$ cat config.mk
export PLATFORM = sky130hd
export DESIGN_NAME = pts_timer
export DESIGN_NICKNAME = d
export VERILOG_FILES = /design/src/verilog/pts_pkg.sv /design/src/verilog/pts_prescaler.sv /design/src/verilog/pts_postscaler.sv /design/src/verilog/pts_timer.sv
export SDC_FILE = /design/constraint.sdc
export NUM_CORES = 1
export LEC_CHECK = 0
export ABC_AREA = 1
export BUFFER_PORTS_ARGS = -buffer_cell sky130_fd_sc_hd__buf_2
export CELL_PAD_IN_SITES_DETAIL_PLACEMENT = 1
export CELL_PAD_IN_SITES_GLOBAL_PLACEMENT = 1
export CORE_UTILIZATION = 35
export CTS_CLUSTER_SIZE = 24
export DETAILED_ROUTE_END_ITERATION = 8
export PLACE_DENSITY_LB_ADDON = 0.1
export SLEW_MARGIN = 20
export SYNTH_ARGS = -nofsm -noshare
export SYNTH_HDL_FRONTEND = slang
export SYNTH_SLANG_ARGS = --single-unit
$ cat constraint.sdc
create_clock -name i_clk -period 1.9 [get_ports i_clk]
set_input_delay 0.285 -clock i_clk [delete_from_list [all_inputs] [get_ports i_clk]]
set_output_delay 0.285 -clock i_clk [all_outputs]
set_load 0.05 [all_outputs]
$ cat src/verilog/pts_pkg.sv
// Package with register map, field layout and reset values of the timer
package pts_pkg;
    // Printed offsets are not all multiples of four: these are indices
    localparam logic [7:0] IDX_FLAGS   = 8'h0c;
    localparam logic [7:0] IDX_COUNT   = 8'h11;
    localparam logic [7:0] IDX_CONTROL = 8'h12;
    localparam logic [7:0] IDX_ENABLES = 8'h8c;
    localparam logic [7:0] IDX_PERIOD  = 8'h92;
    // Field positions
    localparam int MATCH_BIT     = 1;
    localparam int TIMER_ON_BIT  = 2;
    localparam int PRE_LSB       = 0;
    localparam int POST_LSB      = 3;
    // Reset values
    localparam logic [7:0] RST_COUNT   = 8'h00;
    localparam logic [7:0] RST_PERIOD  = 8'hff;
    localparam logic [7:0] RST_CONTROL = 8'h00;
    localparam logic [7:0] RST_FLAGS   = 8'h00;
    localparam logic [7:0] RST_ENABLES = 8'h00;
    localparam logic [6:0] CONTROL_MASK = 7'h7f;
    // Prescale terminal counts (ratio minus one)
    localparam logic [3:0] PRE_DIV1  = 4'h0;
    localparam logic [3:0] PRE_DIV4  = 4'h3;
    localparam logic [3:0] PRE_DIV16 = 4'hf;
    // AXI responses
    localparam logic [1:0] RESP_OKAY   = 2'h0;
    localparam logic [1:0] RESP_SLVERR = 2'h2;
    // Write channel states, Gray coded
    typedef enum logic [1:0] {
        WR_IDLE = 2'h0,
        WR_RESP = 2'h1
    } pts_wr_state_t;
endpackage

$ cat src/verilog/pts_prescaler.sv
// Prescaler turning the instruction clock into count ticks
`timescale 1ns/1ps
module pts_prescaler (
    input  wire logic       i_clk,
    input  wire logic       i_rst_n,
    input  wire logic       i_clear,
    input  wire logic       i_run,
    input  wire logic [1:0] i_select,
    output logic            o_tick
);
    logic [3:0] cnt_r;
    logic [3:0] term;

    // Terminal count from the select bits
    always_comb begin
        if (i_select == 2'h0) begin
            term = pts_pkg::PRE_DIV1;
        end else if (i_select == 2'h1) begin
            term = pts_pkg::PRE_DIV4;
        end else begin
            term = pts_pkg::PRE_DIV16;
        end
    end

    assign o_tick = i_run && (cnt_r >= term);

    // Divider count, cleared by count or control writes and reset
    always_ff @(posedge i_clk) begin
        if (!i_rst_n || i_clear) begin
            cnt_r <= 4'h0;
        end else if (i_run) begin
            if (o_tick) begin
                cnt_r <= 4'h0;
            end else begin
                cnt_r <= cnt_r + 4'h1;
            end
        end
    end
endmodule

$ cat src/verilog/pts_postscaler.sv
// Postscaler dividing match events by one to sixteen
`timescale 1ns/1ps
module pts_postscaler (
    input  wire logic       i_clk,
    input  wire logic       i_rst_n,
    input  wire logic       i_clear,
    input  wire logic       i_event,
    input  wire logic [3:0] i_select,
    output logic            o_out
);
    logic [3:0] cnt_r;

    assign o_out = i_event && (cnt_r >= i_select);

    // Event count, cleared by count or control writes and reset
    always_ff @(posedge i_clk) begin
        if (!i_rst_n || i_clear) begin
            cnt_r <= 4'h0;
        end else if (i_event) begin
            if (o_out) begin
                cnt_r <= 4'h0;
            end else begin
                cnt_r <= cnt_r + 4'h1;
            end
        end
    end
endmodule

$ cat src/verilog/pts_timer.sv
// Period timer with prescaler, postscaler and AXI4-Lite registers
//
// Design decision made here: register access over AXI4-Lite.
`timescale 1ns/1ps
module pts_timer (
    input  wire logic        i_clk,
    input  wire logic        i_rst_n,
    // AXI4-Lite write address
    input  wire logic        i_awvalid,
    output logic             o_awready,
    input  wire logic [11:0] i_awaddr,
    // AXI4-Lite write data
    input  wire logic        i_wvalid,
    output logic             o_wready,
    input  wire logic [31:0] i_wdata,
    input  wire logic [3:0]  i_wstrb,
    // AXI4-Lite write response
    output logic             o_bvalid,
    input  wire logic        i_bready,
    output logic [1:0]       o_bresp,
    // AXI4-Lite read address
    input  wire logic        i_arvalid,
    output logic             o_arready,
    input  wire logic [11:0] i_araddr,
    // AXI4-Lite read data
    output logic             o_rvalid,
    input  wire logic        i_rready,
    output logic [31:0]      o_rdata,
    output logic [1:0]       o_rresp,
    // Timer outputs
    output logic             o_match,
    output logic             o_irq
);
    logic [7:0] count_r;
    logic [7:0] period_r;
    logic [6:0] control_r;
    logic [7:0] flags_r;
    logic [7:0] enables_r;
    logic       aw_held_r;
    logic [11:0] aw_addr_r;
    logic       w_held_r;
    logic [31:0] w_data_r;
    logic [3:0] w_strb_r;
    pts_pkg::pts_wr_state_t wr_state_r;
    logic       wr_fire;
    logic [7:0] wr_idx;
    logic       wr_ok;
    logic       wr_lane0;
    logic       wr_count;
    logic       wr_control;
    logic       wr_period;
    logic       wr_flags;
    logic       wr_enables;
    logic       scaler_clear;
    logic       aw_take;
    logic       w_take;
    logic       timer_on;
    logic [1:0] pre_sel;
    logic [3:0] post_sel;
    logic       tick;
    logic       match_now;
    logic       post_out;
    logic [7:0] rd_idx;
    logic [31:0] rd_word;
    logic       rd_err;
    logic       rd_take;

    // Channel takes: an item moves when its valid and ready meet
    assign aw_take = i_awvalid && o_awready;
    assign w_take  = i_wvalid && o_wready;

    // Write address and data may arrive in either order; each is
    // parked here until its partner shows up
    always_ff @(posedge i_clk) begin
        if (!i_rst_n) begin
            aw_held_r <= 1'b0;
            aw_addr_r <= 12'h000;
        end else if (aw_take) begin
            aw_held_r <= 1'b1;
            aw_addr_r <= i_awaddr;
        end else if (wr_fire) begin
            aw_held_r <= 1'b0;
        end
    end

    always_ff @(posedge i_clk) begin
        if (!i_rst_n) begin
            w_held_r <= 1'b0;
            w_data_r <= 32'h0000_0000;
            w_strb_r <= 4'h0;
        end else if (w_take) begin
            w_held_r <= 1'b1;
            w_data_r <= i_wdata;
            w_strb_r <= i_wstrb;
        end else if (wr_fire) begin
            w_held_r <= 1'b0;
        end
    end

    // Address ready, low while an address is held or a response waits;
    // it drops at the take itself so a second address is never swallowed
    always_ff @(posedge i_clk) begin
        if (!i_rst_n) begin
            o_awready <= 1'b0;
        end else begin
            o_awready <= !(aw_held_r || aw_take) &&
                         (wr_state_r == pts_pkg::WR_IDLE) && !wr_fire;
        end
    end

    // Data ready, the same rule for the write data channel
    always_ff @(posedge i_clk) begin
        if (!i_rst_n) begin
            o_wready <= 1'b0;
        end else begin
            o_wready <= !(w_held_r || w_take) &&
                        (wr_state_r == pts_pkg::WR_IDLE) && !wr_fire;
        end
    end

    // Decode of the held write; a write without lane 0 is answered
    // but changes nothing
    assign wr_fire  = aw_held_r && w_held_r &&
                      (wr_state_r == pts_pkg::WR_IDLE);
    assign wr_idx   = aw_addr_r[9:2];
    assign wr_ok    = (aw_addr_r[11:10] == 2'h0) && (aw_addr_r[1:0] == 2'h0)
                      && ((wr_idx == pts_pkg::IDX_FLAGS) ||
                          (wr_idx == pts_pkg::IDX_COUNT) ||
                          (wr_idx == pts_pkg::IDX_CONTROL) ||
                          (wr_idx == pts_pkg::IDX_ENABLES) ||
                          (wr_idx == pts_pkg::IDX_PERIOD));
    assign wr_lane0   = wr_fire && wr_ok && w_strb_r[0];
    assign wr_count   = wr_lane0 && (wr_idx == pts_pkg::IDX_COUNT);
    assign wr_control = wr_lane0 && (wr_idx == pts_pkg::IDX_CONTROL);
    assign wr_period  = wr_lane0 && (wr_idx == pts_pkg::IDX_PERIOD);
    assign wr_flags   = wr_lane0 && (wr_idx == pts_pkg::IDX_FLAGS);
    assign wr_enables = wr_lane0 && (wr_idx == pts_pkg::IDX_ENABLES);

    // Write response channel
    always_ff @(posedge i_clk) begin
        if (!i_rst_n) begin
            wr_state_r <= pts_pkg::WR_IDLE;
            o_bvalid   <= 1'b0;
            o_bresp    <= pts_pkg::RESP_OKAY;
        end else begin
            case (wr_state_r)
                pts_pkg::WR_IDLE: begin
                    if (wr_fire) begin
                        wr_state_r <= pts_pkg::WR_RESP;
                        o_bvalid   <= 1'b1;
                        o_bresp    <= wr_ok ? pts_pkg::RESP_OKAY
                                            : pts_pkg::RESP_SLVERR;
                    end
                end
                default: begin
                    if (i_bready) begin
                        wr_state_r <= pts_pkg::WR_IDLE;
                        o_bvalid   <= 1'b0;
                    end
                end
            endcase
        end
    end

    // Period register
    always_ff @(posedge i_clk) begin
        if (!i_rst_n) begin
            period_r <= pts_pkg::RST_PERIOD;
        end else if (wr_period) begin
            period_r <= w_data_r[7:0];
        end
    end

    // Control register, bit 7 not stored
    always_ff @(posedge i_clk) begin
        if (!i_rst_n) begin
            control_r <= pts_pkg::RST_CONTROL[6:0];
        end else if (wr_control) begin
            control_r <= w_data_r[6:0] & pts_pkg::CONTROL_MASK;
        end
    end

    // Control fields as the dividers see them
    assign timer_on = control_r[pts_pkg::TIMER_ON_BIT];
    assign pre_sel  = control_r[pts_pkg::PRE_LSB +: 2];
    assign post_sel = control_r[pts_pkg::POST_LSB +: 4];

    // Any count or control write restarts both dividers, so the first
    // period after such a write is a whole one
    assign scaler_clear = wr_count || wr_control;

    // Prescaler: one tick per count step, frozen while the timer is off
    pts_prescaler u_pre (
        .i_clk    (i_clk),
        .i_rst_n  (i_rst_n),
        .i_clear  (scaler_clear),
        .i_run    (timer_on),
        .i_select (pre_sel),
        .o_tick   (tick)
    );

    // Match when the count already equals the period on a tick
    assign match_now = tick && (count_r == period_r);

    // Count register; control writes do not touch it
    // A count write in the same cycle as a tick wins; that tick is lost
    always_ff @(posedge i_clk) begin
        if (!i_rst_n) begin
            count_r <= pts_pkg::RST_COUNT;
        end else if (wr_count) begin
            count_r <= w_data_r[7:0];
        end else if (match_now) begin
            count_r <= 8'h00;
        end else if (tick) begin
            count_r <= count_r + 8'h01;
        end
    end

    // Postscaler: one pulse per n+1 match events
    pts_postscaler u_post (
        .i_clk    (i_clk),
        .i_rst_n  (i_rst_n),
        .i_clear  (scaler_clear),
        .i_event  (match_now),
        .i_select (post_sel),
        .o_out    (post_out)
    );

    // Unscaled match pulse for serial port and PWM time base
    always_ff @(posedge i_clk) begin
        if (!i_rst_n) begin
            o_match <= 1'b0;
        end else begin
            o_match <= match_now;
        end
    end

    // Sticky flags, write one to clear, set wins over clear
    // Only the match flag is ever set here; the other bits stay clear
    always_ff @(posedge i_clk) begin
        if (!i_rst_n) begin
            flags_r <= pts_pkg::RST_FLAGS;
        end else begin
            if (wr_flags) begin
                flags_r <= flags_r & ~w_data_r[7:0];
            end
            if (post_out) begin
                flags_r[pts_pkg::MATCH_BIT] <= 1'b1;
            end
        end
    end

    // Enable mask
    always_ff @(posedge i_clk) begin
        if (!i_rst_n) begin
            enables_r <= pts_pkg::RST_ENABLES;
        end else if (wr_enables) begin
            enables_r <= w_data_r[7:0];
        end
    end

    // Level interrupt from any enabled flag
    always_ff @(posedge i_clk) begin
        if (!i_rst_n) begin
            o_irq <= 1'b0;
        end else begin
            o_irq <= |(flags_r & enables_r);
        end
    end

    // Read address decode over the register indices
    assign rd_idx = i_araddr[9:2];

    // Read word and error flag for the address now offered
    always_comb begin
        rd_word = 32'h0000_0000;
        rd_err  = 1'b0;
        if (i_araddr[11:10] != 2'h0 || i_araddr[1:0] != 2'h0) begin
            rd_err = 1'b1;
        end else if (rd_idx == pts_pkg::IDX_FLAGS) begin
            rd_word = {24'h000000, flags_r};
        end else if (rd_idx == pts_pkg::IDX_COUNT) begin
            rd_word = {24'h000000, count_r};
        end else if (rd_idx == pts_pkg::IDX_CONTROL) begin
            rd_word = {25'h0000000, control_r};
        end else if (rd_idx == pts_pkg::IDX_ENABLES) begin
            rd_word = {24'h000000, enables_r};
        end else if (rd_idx == pts_pkg::IDX_PERIOD) begin
            rd_word = {24'h000000, period_r};
        end else begin
            rd_err = 1'b1;
        end
    end

    // One read at a time: a take only happens while no data wait
    assign rd_take = i_arvalid && o_arready;

    // Read address ready, low from a take until the data are accepted
    always_ff @(posedge i_clk) begin
        if (!i_rst_n) begin
            o_arready <= 1'b0;
        end else if (o_rvalid) begin
            if (i_rready) begin
                o_arready <= 1'b1;
            end
        end else if (rd_take) begin
            o_arready <= 1'b0;
        end else begin
            o_arready <= 1'b1;
        end
    end

    // Read data valid, held until the master takes it
    always_ff @(posedge i_clk) begin
        if (!i_rst_n) begin
            o_rvalid <= 1'b0;
        end else if (o_rvalid) begin
            if (i_rready) begin
                o_rvalid <= 1'b0;
            end
        end else if (rd_take) begin
            o_rvalid <= 1'b1;
        end
    end

    // Read payload, captured at the take and frozen while it waits
    always_ff @(posedge i_clk) begin
        if (!i_rst_n) begin
            o_rdata <= 32'h0000_0000;
            o_rresp <= pts_pkg::RESP_OKAY;
        end else if (rd_take && !o_rvalid) begin
            o_rdata <= rd_word;
            o_rresp <= rd_err ? pts_pkg::RESP_SLVERR : pts_pkg::RESP_OKAY;
        end
    end
endmodule

Word level (Yosys, flattened, before mapping)
Index checks and enable logic that the tools add are counted.
{"block": "op_classes", "addsub": 3, "order_cmp": 2, "eq_ne": 14, "mux": 38, "n_bitwise": 3, "n_reduce_logical": 50}
{"cell": "8-bit 2-to-1 mux", "n": 9}
{"cell": "8-bit by 5-bit equality test with 1-bit output, second input constant", "n": 4}
{"cell": "8-bit equality test, second input constant", "n": 4}
{"cell": "1-bit logical AND", "n": 22}
{"cell": "1-bit 2-to-1 mux", "n": 19}
{"cell": "8-bit AND", "n": 2}
{"cell": "8-bit by 4-bit equality test with 1-bit output, second input constant", "n": 2}
{"cell": "4-bit 2-to-1 mux", "n": 4}
{"cell": "2-bit 2-to-1 mux", "n": 6}
{"cell": "2-bit nonzero test", "n": 6}
{"cell": "1-bit logical OR", "n": 9}
{"cell": "4-bit by 1-bit adder with 4-bit output, second input constant", "n": 2}
{"cell": "8-bit by 1-bit adder with 8-bit output, second input constant", "n": 1}
{"cell": "8-bit equality test", "n": 1}
{"cell": "4-bit >= comparator", "n": 2}
{"cell": "2-bit logical NOT", "n": 4}
{"cell": "8-bit NOT", "n": 1}
{"cell": "8-bit OR reduction", "n": 1}
{"cell": "1-bit logical NOT", "n": 5}
{"cell": "2-bit AND reduction", "n": 2}
{"cell": "3-bit nonzero test", "n": 1}
{"cell": "2-bit by 1-bit equality test with 1-bit output, second input constant", "n": 1}
{"cell": "2-bit by 1-bit != test with 1-bit output, second input constant", "n": 1}
{"cell": "2-bit != test, second input constant", "n": 1}
{"block": "word_totals", "ff_bits": 115, "in_bits": 67, "out_inout_bits": 43, "elab_cells": 134}

Logic depth before layout (Yosys ltp)
{"block": "depth", "ltp_word": 11, "depth_mapped": 14, "ltp_nobuf": 13}

Cells and area by module
Synthesis repeated with hierarchy kept, for this count alone.
{"block": "unflattened", "hier_cells": 665, "area_unflattened_um2": 4724.5}
{"mod": "pts_timer", "instances": 1, "cells_each": 575, "area_per_inst_um2": 4116.4, "seq_area_each_um2": 1581.5}
{"mod": "pts_postscaler", "instances": 1, "cells_each": 45, "area_per_inst_um2": 310.3, "seq_area_each_um2": 80.1}
{"mod": "pts_prescaler", "instances": 1, "cells_each": 45, "area_per_inst_um2": 297.8, "seq_area_each_um2": 80.1}

Worst setup path before layout
OpenSTA, ideal clock, no wires.
{"block": "synth_timing", "path_kind": "register to register", "from": "register control_r[1]", "to": "register count_r[2]", "setup_ns": 0.110, "t_arrival_ns": 1.706, "t_required_ns": 1.790, "slack_ns": 0.084, "stages_incl_launch_ff": 14, "n_path_buf": 1, "synth_period_minus_slack_ns": 1.816, "path_cell_list": "dfxtp_1 -> inv_1 -> ha_1 -> nand2_1 -> o21bai_1 -> nand3_1 -> nand2_1 -> nor2_1 -> buf_2 -> nor2_1 -> nand3_1 -> nand3_1 -> nand2_1 -> inv_1"}
{"block": "synth_via", "elab_chain_cells": 8, "elab_cells_between_ends": 10, "cone_classes": "1 x order compare; 1 x eq/ne; 4 x mux; 4 x reduce/logical"}
{"item": "from (decl)", "line": "pts_timer.sv:36", "rtl": "logic [6:0] control_r;"}
{"item": "from (signal assigned)", "line": "pts_timer.sv:177", "rtl": "control_r <= pts_pkg::RST_CONTROL[6:0];"}
{"item": "from (signal assigned)", "line": "pts_timer.sv:179", "rtl": "control_r <= w_data_r[6:0] & pts_pkg::CONTROL_MASK;"}
{"item": "2-bit by 1-bit equality test with 1-bit output", "line": "pts_prescaler.sv:18", "rtl": "end else if (i_select == 2'h1) begin"}
{"item": "4-bit 2-to-1 mux", "line": "pts_prescaler.sv:18"}
{"item": "4-bit 2-to-1 mux (*)", "line": "pts_prescaler.sv:16", "rtl": "if (i_select == 2'h0) begin"}
{"item": "4-bit >= comparator (*)", "line": "pts_prescaler.sv:25", "rtl": "assign o_tick = i_run && (cnt_r >= term);"}
{"item": "1-bit logical AND (*)", "line": "pts_prescaler.sv:25"}
{"item": "1-bit logical AND", "line": "pts_timer.sv:203", "rtl": "assign match_now = tick && (count_r == period_r);"}
{"item": "8-bit 2-to-1 mux", "line": "pts_timer.sv:212", "rtl": "end else if (match_now) begin"}
{"item": "8-bit 2-to-1 mux", "line": "pts_timer.sv:210", "rtl": "end else if (wr_count) begin"}
{"item": "to (signal assigned)", "line": "pts_timer.sv:209", "rtl": "count_r <= pts_pkg::RST_COUNT;"}
{"item": "to (signal assigned)", "line": "pts_timer.sv:211", "rtl": "count_r <= w_data_r[7:0];"}
{"item": "to (signal assigned)", "line": "pts_timer.sv:215", "rtl": "count_r <= count_r + 8'h01;"}
{"item": "to (decl)", "line": "pts_timer.sv:34", "rtl": "logic [7:0] count_r;"}
Every way passes the cells marked *; elsewhere a longest branch is shown, timed or not.
A chain may end at the register's enable or synchronous reset.

Worst setup path in the final report
{"block": "layout_timing", "from": "register control_r[1]", "to": "register count_r[0]"}
The elaborated chain is that of the path after synthesis.

==> key figures <==
Layout
  – Layout cell share with drive strength beyond 1: 0.270
  – ANT cells: 0
  – Area grow syn2layout: 26.7%
  – Fin util: 0.459
  – Non-filler cells, final: 901
  – # nets final: ~800

STA
  – Max Clk Rate: 0.533 GHz
  – Number of setup violations in the final report: 0
  – Fin. Hold Viols: 0
  – Slew HR: 0.664
  – Final Cycle Share: 0.988
  – Final Max Tran Viols: 0
  – Hold slack: approximately 0.18 ns
  – Clock Skews: 0.0107 ns
  – Worst Tran Pin Value: 0.503 ns
  – Final setup TNS: 0 ns
  – Unrepaired setup endpoints after global routing: true
  – Clock period minus worst slack: 1.88 ns

Placed design
  – # port buffers: 56
  – Global placement routability congestion: 0.853
  – Dpl cells: 874
  – DP Wirelength: 10.5 mm

Route
  – Antenna Nets Post-Route: 0
  – Post-Route WL: about 14 mm
  – Drt pass-1 iters: 6
  – Via/cell ratio: 4.90
  – Avg WL per Cell: around 15 um
  – First DRT Iteration DRCs: ~180
  – Via count: between 4000 and 5000
  – DRC viols: 0

Yosys
  – Post-Syn Instances: 629
  – Area fraction of the dominant cell type after synthesis: 0.377
  – Library cells used by synthesis: 39
  – Cell taking the most area after synthesis: dfxtp_1
  – Ys Warns: 0
  – Synth Cell Area: 4610 sq um
  – Top area cells in the synthesized netlist: dfxtp_1 (38%), nand2_1 (9.0%), nand3_1 (8.6%)
  – Main flop type after synthesis: dfxtp_1
  – Post-synth EDFFs: 0
  – Register area share after synthesis: 0.377
  – Synth async-reset ratio: 0
  – Flops & latches, synth: 87
  – Commonest cells in the netlist: nand2_1 (111), dfxtp_1 (87), nand3_1 (79)
  – Mapped Avg Cell Area: 7.34 sq um
  – Most frequent cell after synthesis: nand2_1

Pwr
  – Lkg Pwr: 2.71 nW
  – Clock share of power: 0.447
  – Combinational cell fraction of total power: 0.101
  – Internal power: 3.03 mW
  – NetSw: roughly 1.2 mW
  – PwrDens: about 730 nW/um^2
  – Switching share of power: 0.286
  – Share of power burned in registers: 0.452
  – VDD IR-drop max: about 0.00044 V

Clock network
  – Worst-case clock buffer depth: 2
  – Worst-path clk slew: 0.07 ns
  – Cts bufs inserted: 9
  – Total clock sinks: 87
  – H-tree levels: 3
  – Root Driver: clkbuf_16
  – Clock Latency Late Sink: 0.35 ns
  – CTS tree: done

Die
  – Die Area: 13600 sq um
  – Die W: 117 um
  – Initial Utilization: 0.363
  – Num rows: 41
  – Boundary Pins: 110
  – DIE HEIGHT: 117 um
  – Core ar.: 12700 sq um

Run status
  – Status: finished clean

GRT
  – Total gr overflow: 0
  – Largest net degree at the start of global routing: 41
  – First-pass GRT wire length: 21.6 mm
  – Antenna violations before repair: 0
  – Vias in the first global route: 4385
  – Tot GR Track Use: 0.210

Setup path
  – CP startpoint: control_r[1]$_SDFFE_PN0P_
  – Reg-to-reg slack, setup: 0.02 ns
  – CP Class: flip-flop to flip-flop
  – Critical Path End Type: flip-flop
  – Crit Reg-Reg Endpoint: count_r[0]$_SDFFE_PN0P_
  – Worst setup SP type: flip-flop
  – R2r startpoint: control_r[1]$_SDFFE_PN0P_
  – Worst EP arrival: 2.13 ns
  – Reg2reg path depth: 14
  – Critical path fanouts, max: 5
  – Worst Path Required: approximately 2.2 ns

Flow run
  – Max-Cap Viols: 0

Hold path
  – Hold Path End: w_data_r[1]$_SDFFE_PN0P_
  – Hold Path Class: input pin to flip-flop
  – Worst Hold Launch: i_wdata[1]
  – Cell count of the worst hold path: 3
## worst max-delay path: stages (launching register included)
cell and delay (ns):
dfxtp_4 0.38, nor2_4 0.06, ha_4 0.27, inv_2 0.04
nor2_4 0.12, o21bai_4 0.08, nand3_2 0.09, nand2_2 0.08
nor2_4 0.18, buf_6 0.18, nor2_2 0.04, nand3_1 0.09
nand3_1 0.08, nand2_1 0.06, inv_1 0.04
## layout by cell type (no fill, tap or decap), types with 6 or more instances in the layout
cell type  count
a21oi_1       46
buf_2         56
buf_4         44
clkbuf_16      9
conb_1        26
dfxtp_1       80
dfxtp_2        6
ha_1           7
inv_1         51
nand2_1      106
nand2_2        8
nand3_1       70
nand3_2       10
nand4_1        9
nor2_1        47
nor2_2         9
nor2_4        13
nor3_1         8
o211ai_2       7
o21ai_0       43
xnor2_1        8
xor2_1         8
## what timing repair did
item,4_1_cts,5_1_grt
resized for setup,10,56
hold buffers,0,0
setup buffers,0,10
gates cloned,1,0
pin swaps,3,20
setup endpoints to repair,14,46
## through the flow
step	area, sq um	setup WS (ns)	total power [mW]
4_1_cts	5550	0.00297	4.29
6_report	5840	0.0236	4.25
5_1_grt	5840	-0.0698	4.42
3_3_place_gp	5210	-0.0333	2.37
3_5_place_dp	5210	-0.105	2.38
2_1_floorplan	4710	0.0842	2.30
## layout make-up
| cell class | count | area (sq um) |
|---|---|---|
| clock inverter | 7 | 86.3 |
| multi-input combinational | 460 | 2650 |
| sequential | 87 | 1750 |
| clock buffer | 9 | 225 |
| inverter | 60 | 230 |
| fill | 1642 | 6880 |
| timing repair buffer | 106 | 687 |
| tap | 172 | 215 |
## flip-flops by register name (all words and copies together), names as in the netlist
signal,cells
u_pre.cnt_r,4
w_held_r,1
o_rvalid,1
flags_r,8
period_r,8
o_match,1
control_r,7
count_r,8
aw_addr_r,12
o_rresp,1
w_data_r,8
o_arready,1
o_irq,1
o_rdata,8
aw_held_r,1
o_bvalid,1
u_post.cnt_r,4
o_wready,1
w_strb_r,1
enables_r,8
o_awready,1
o_bresp,1
## worst max-delay path by stage
stage | cells after the start | endpoint
finish | 14 | count_r[0]$_SDFFE_PN0P_
floorplan | 13 | count_r[2]$_SDFFE_PN0P_
detailed placement | 10 | u_pre.cnt_r[3]$_SDFFE_PP0P_
CTS | 12 | u_post.cnt_r[2]$_SDFFE_PP0P_
global placement | 12 | count_r[5]$_SDFFE_PN0P_
global route | 14 | count_r[0]$_SDFFE_PN0P_
## kinds of logic after synthesis
group	after synthesis	synth area share
DFF	87	0.377
adders and majority gates	11	0.0298
AOI/OAI and AO/OA	107	0.133
buffers and inverters	107	0.114
other	1	0.000813
xor gates and xnor gates	16	0.0304
and+or+nand+nor	300	0.314
## per-layer routing
layer  wire length, um  vias up  track usage  part of all wire
li1                  -     2221            -                 -
met1              6140     2068        0.260              0.45
met2              6650      103        0.368              0.49
met3               585       22       0.0314             0.043
met4               271        0       0.0793             0.020
met5                 0        -            0                 0
## power by group through the flow
stage	Sequential (mW)	Clock, mW	Combinational [mW]
5_1_grt	1.93	2.02	0.472
4_1_cts	1.92	1.95	0.422
6_report	1.92	1.90	0.428
3_3_place_gp	1.96	0	0.411
2_1_floorplan	1.98	0	0.320
3_5_place_dp	1.96	0	0.420
Note: power is estimated with default switching activity, not from simulation.
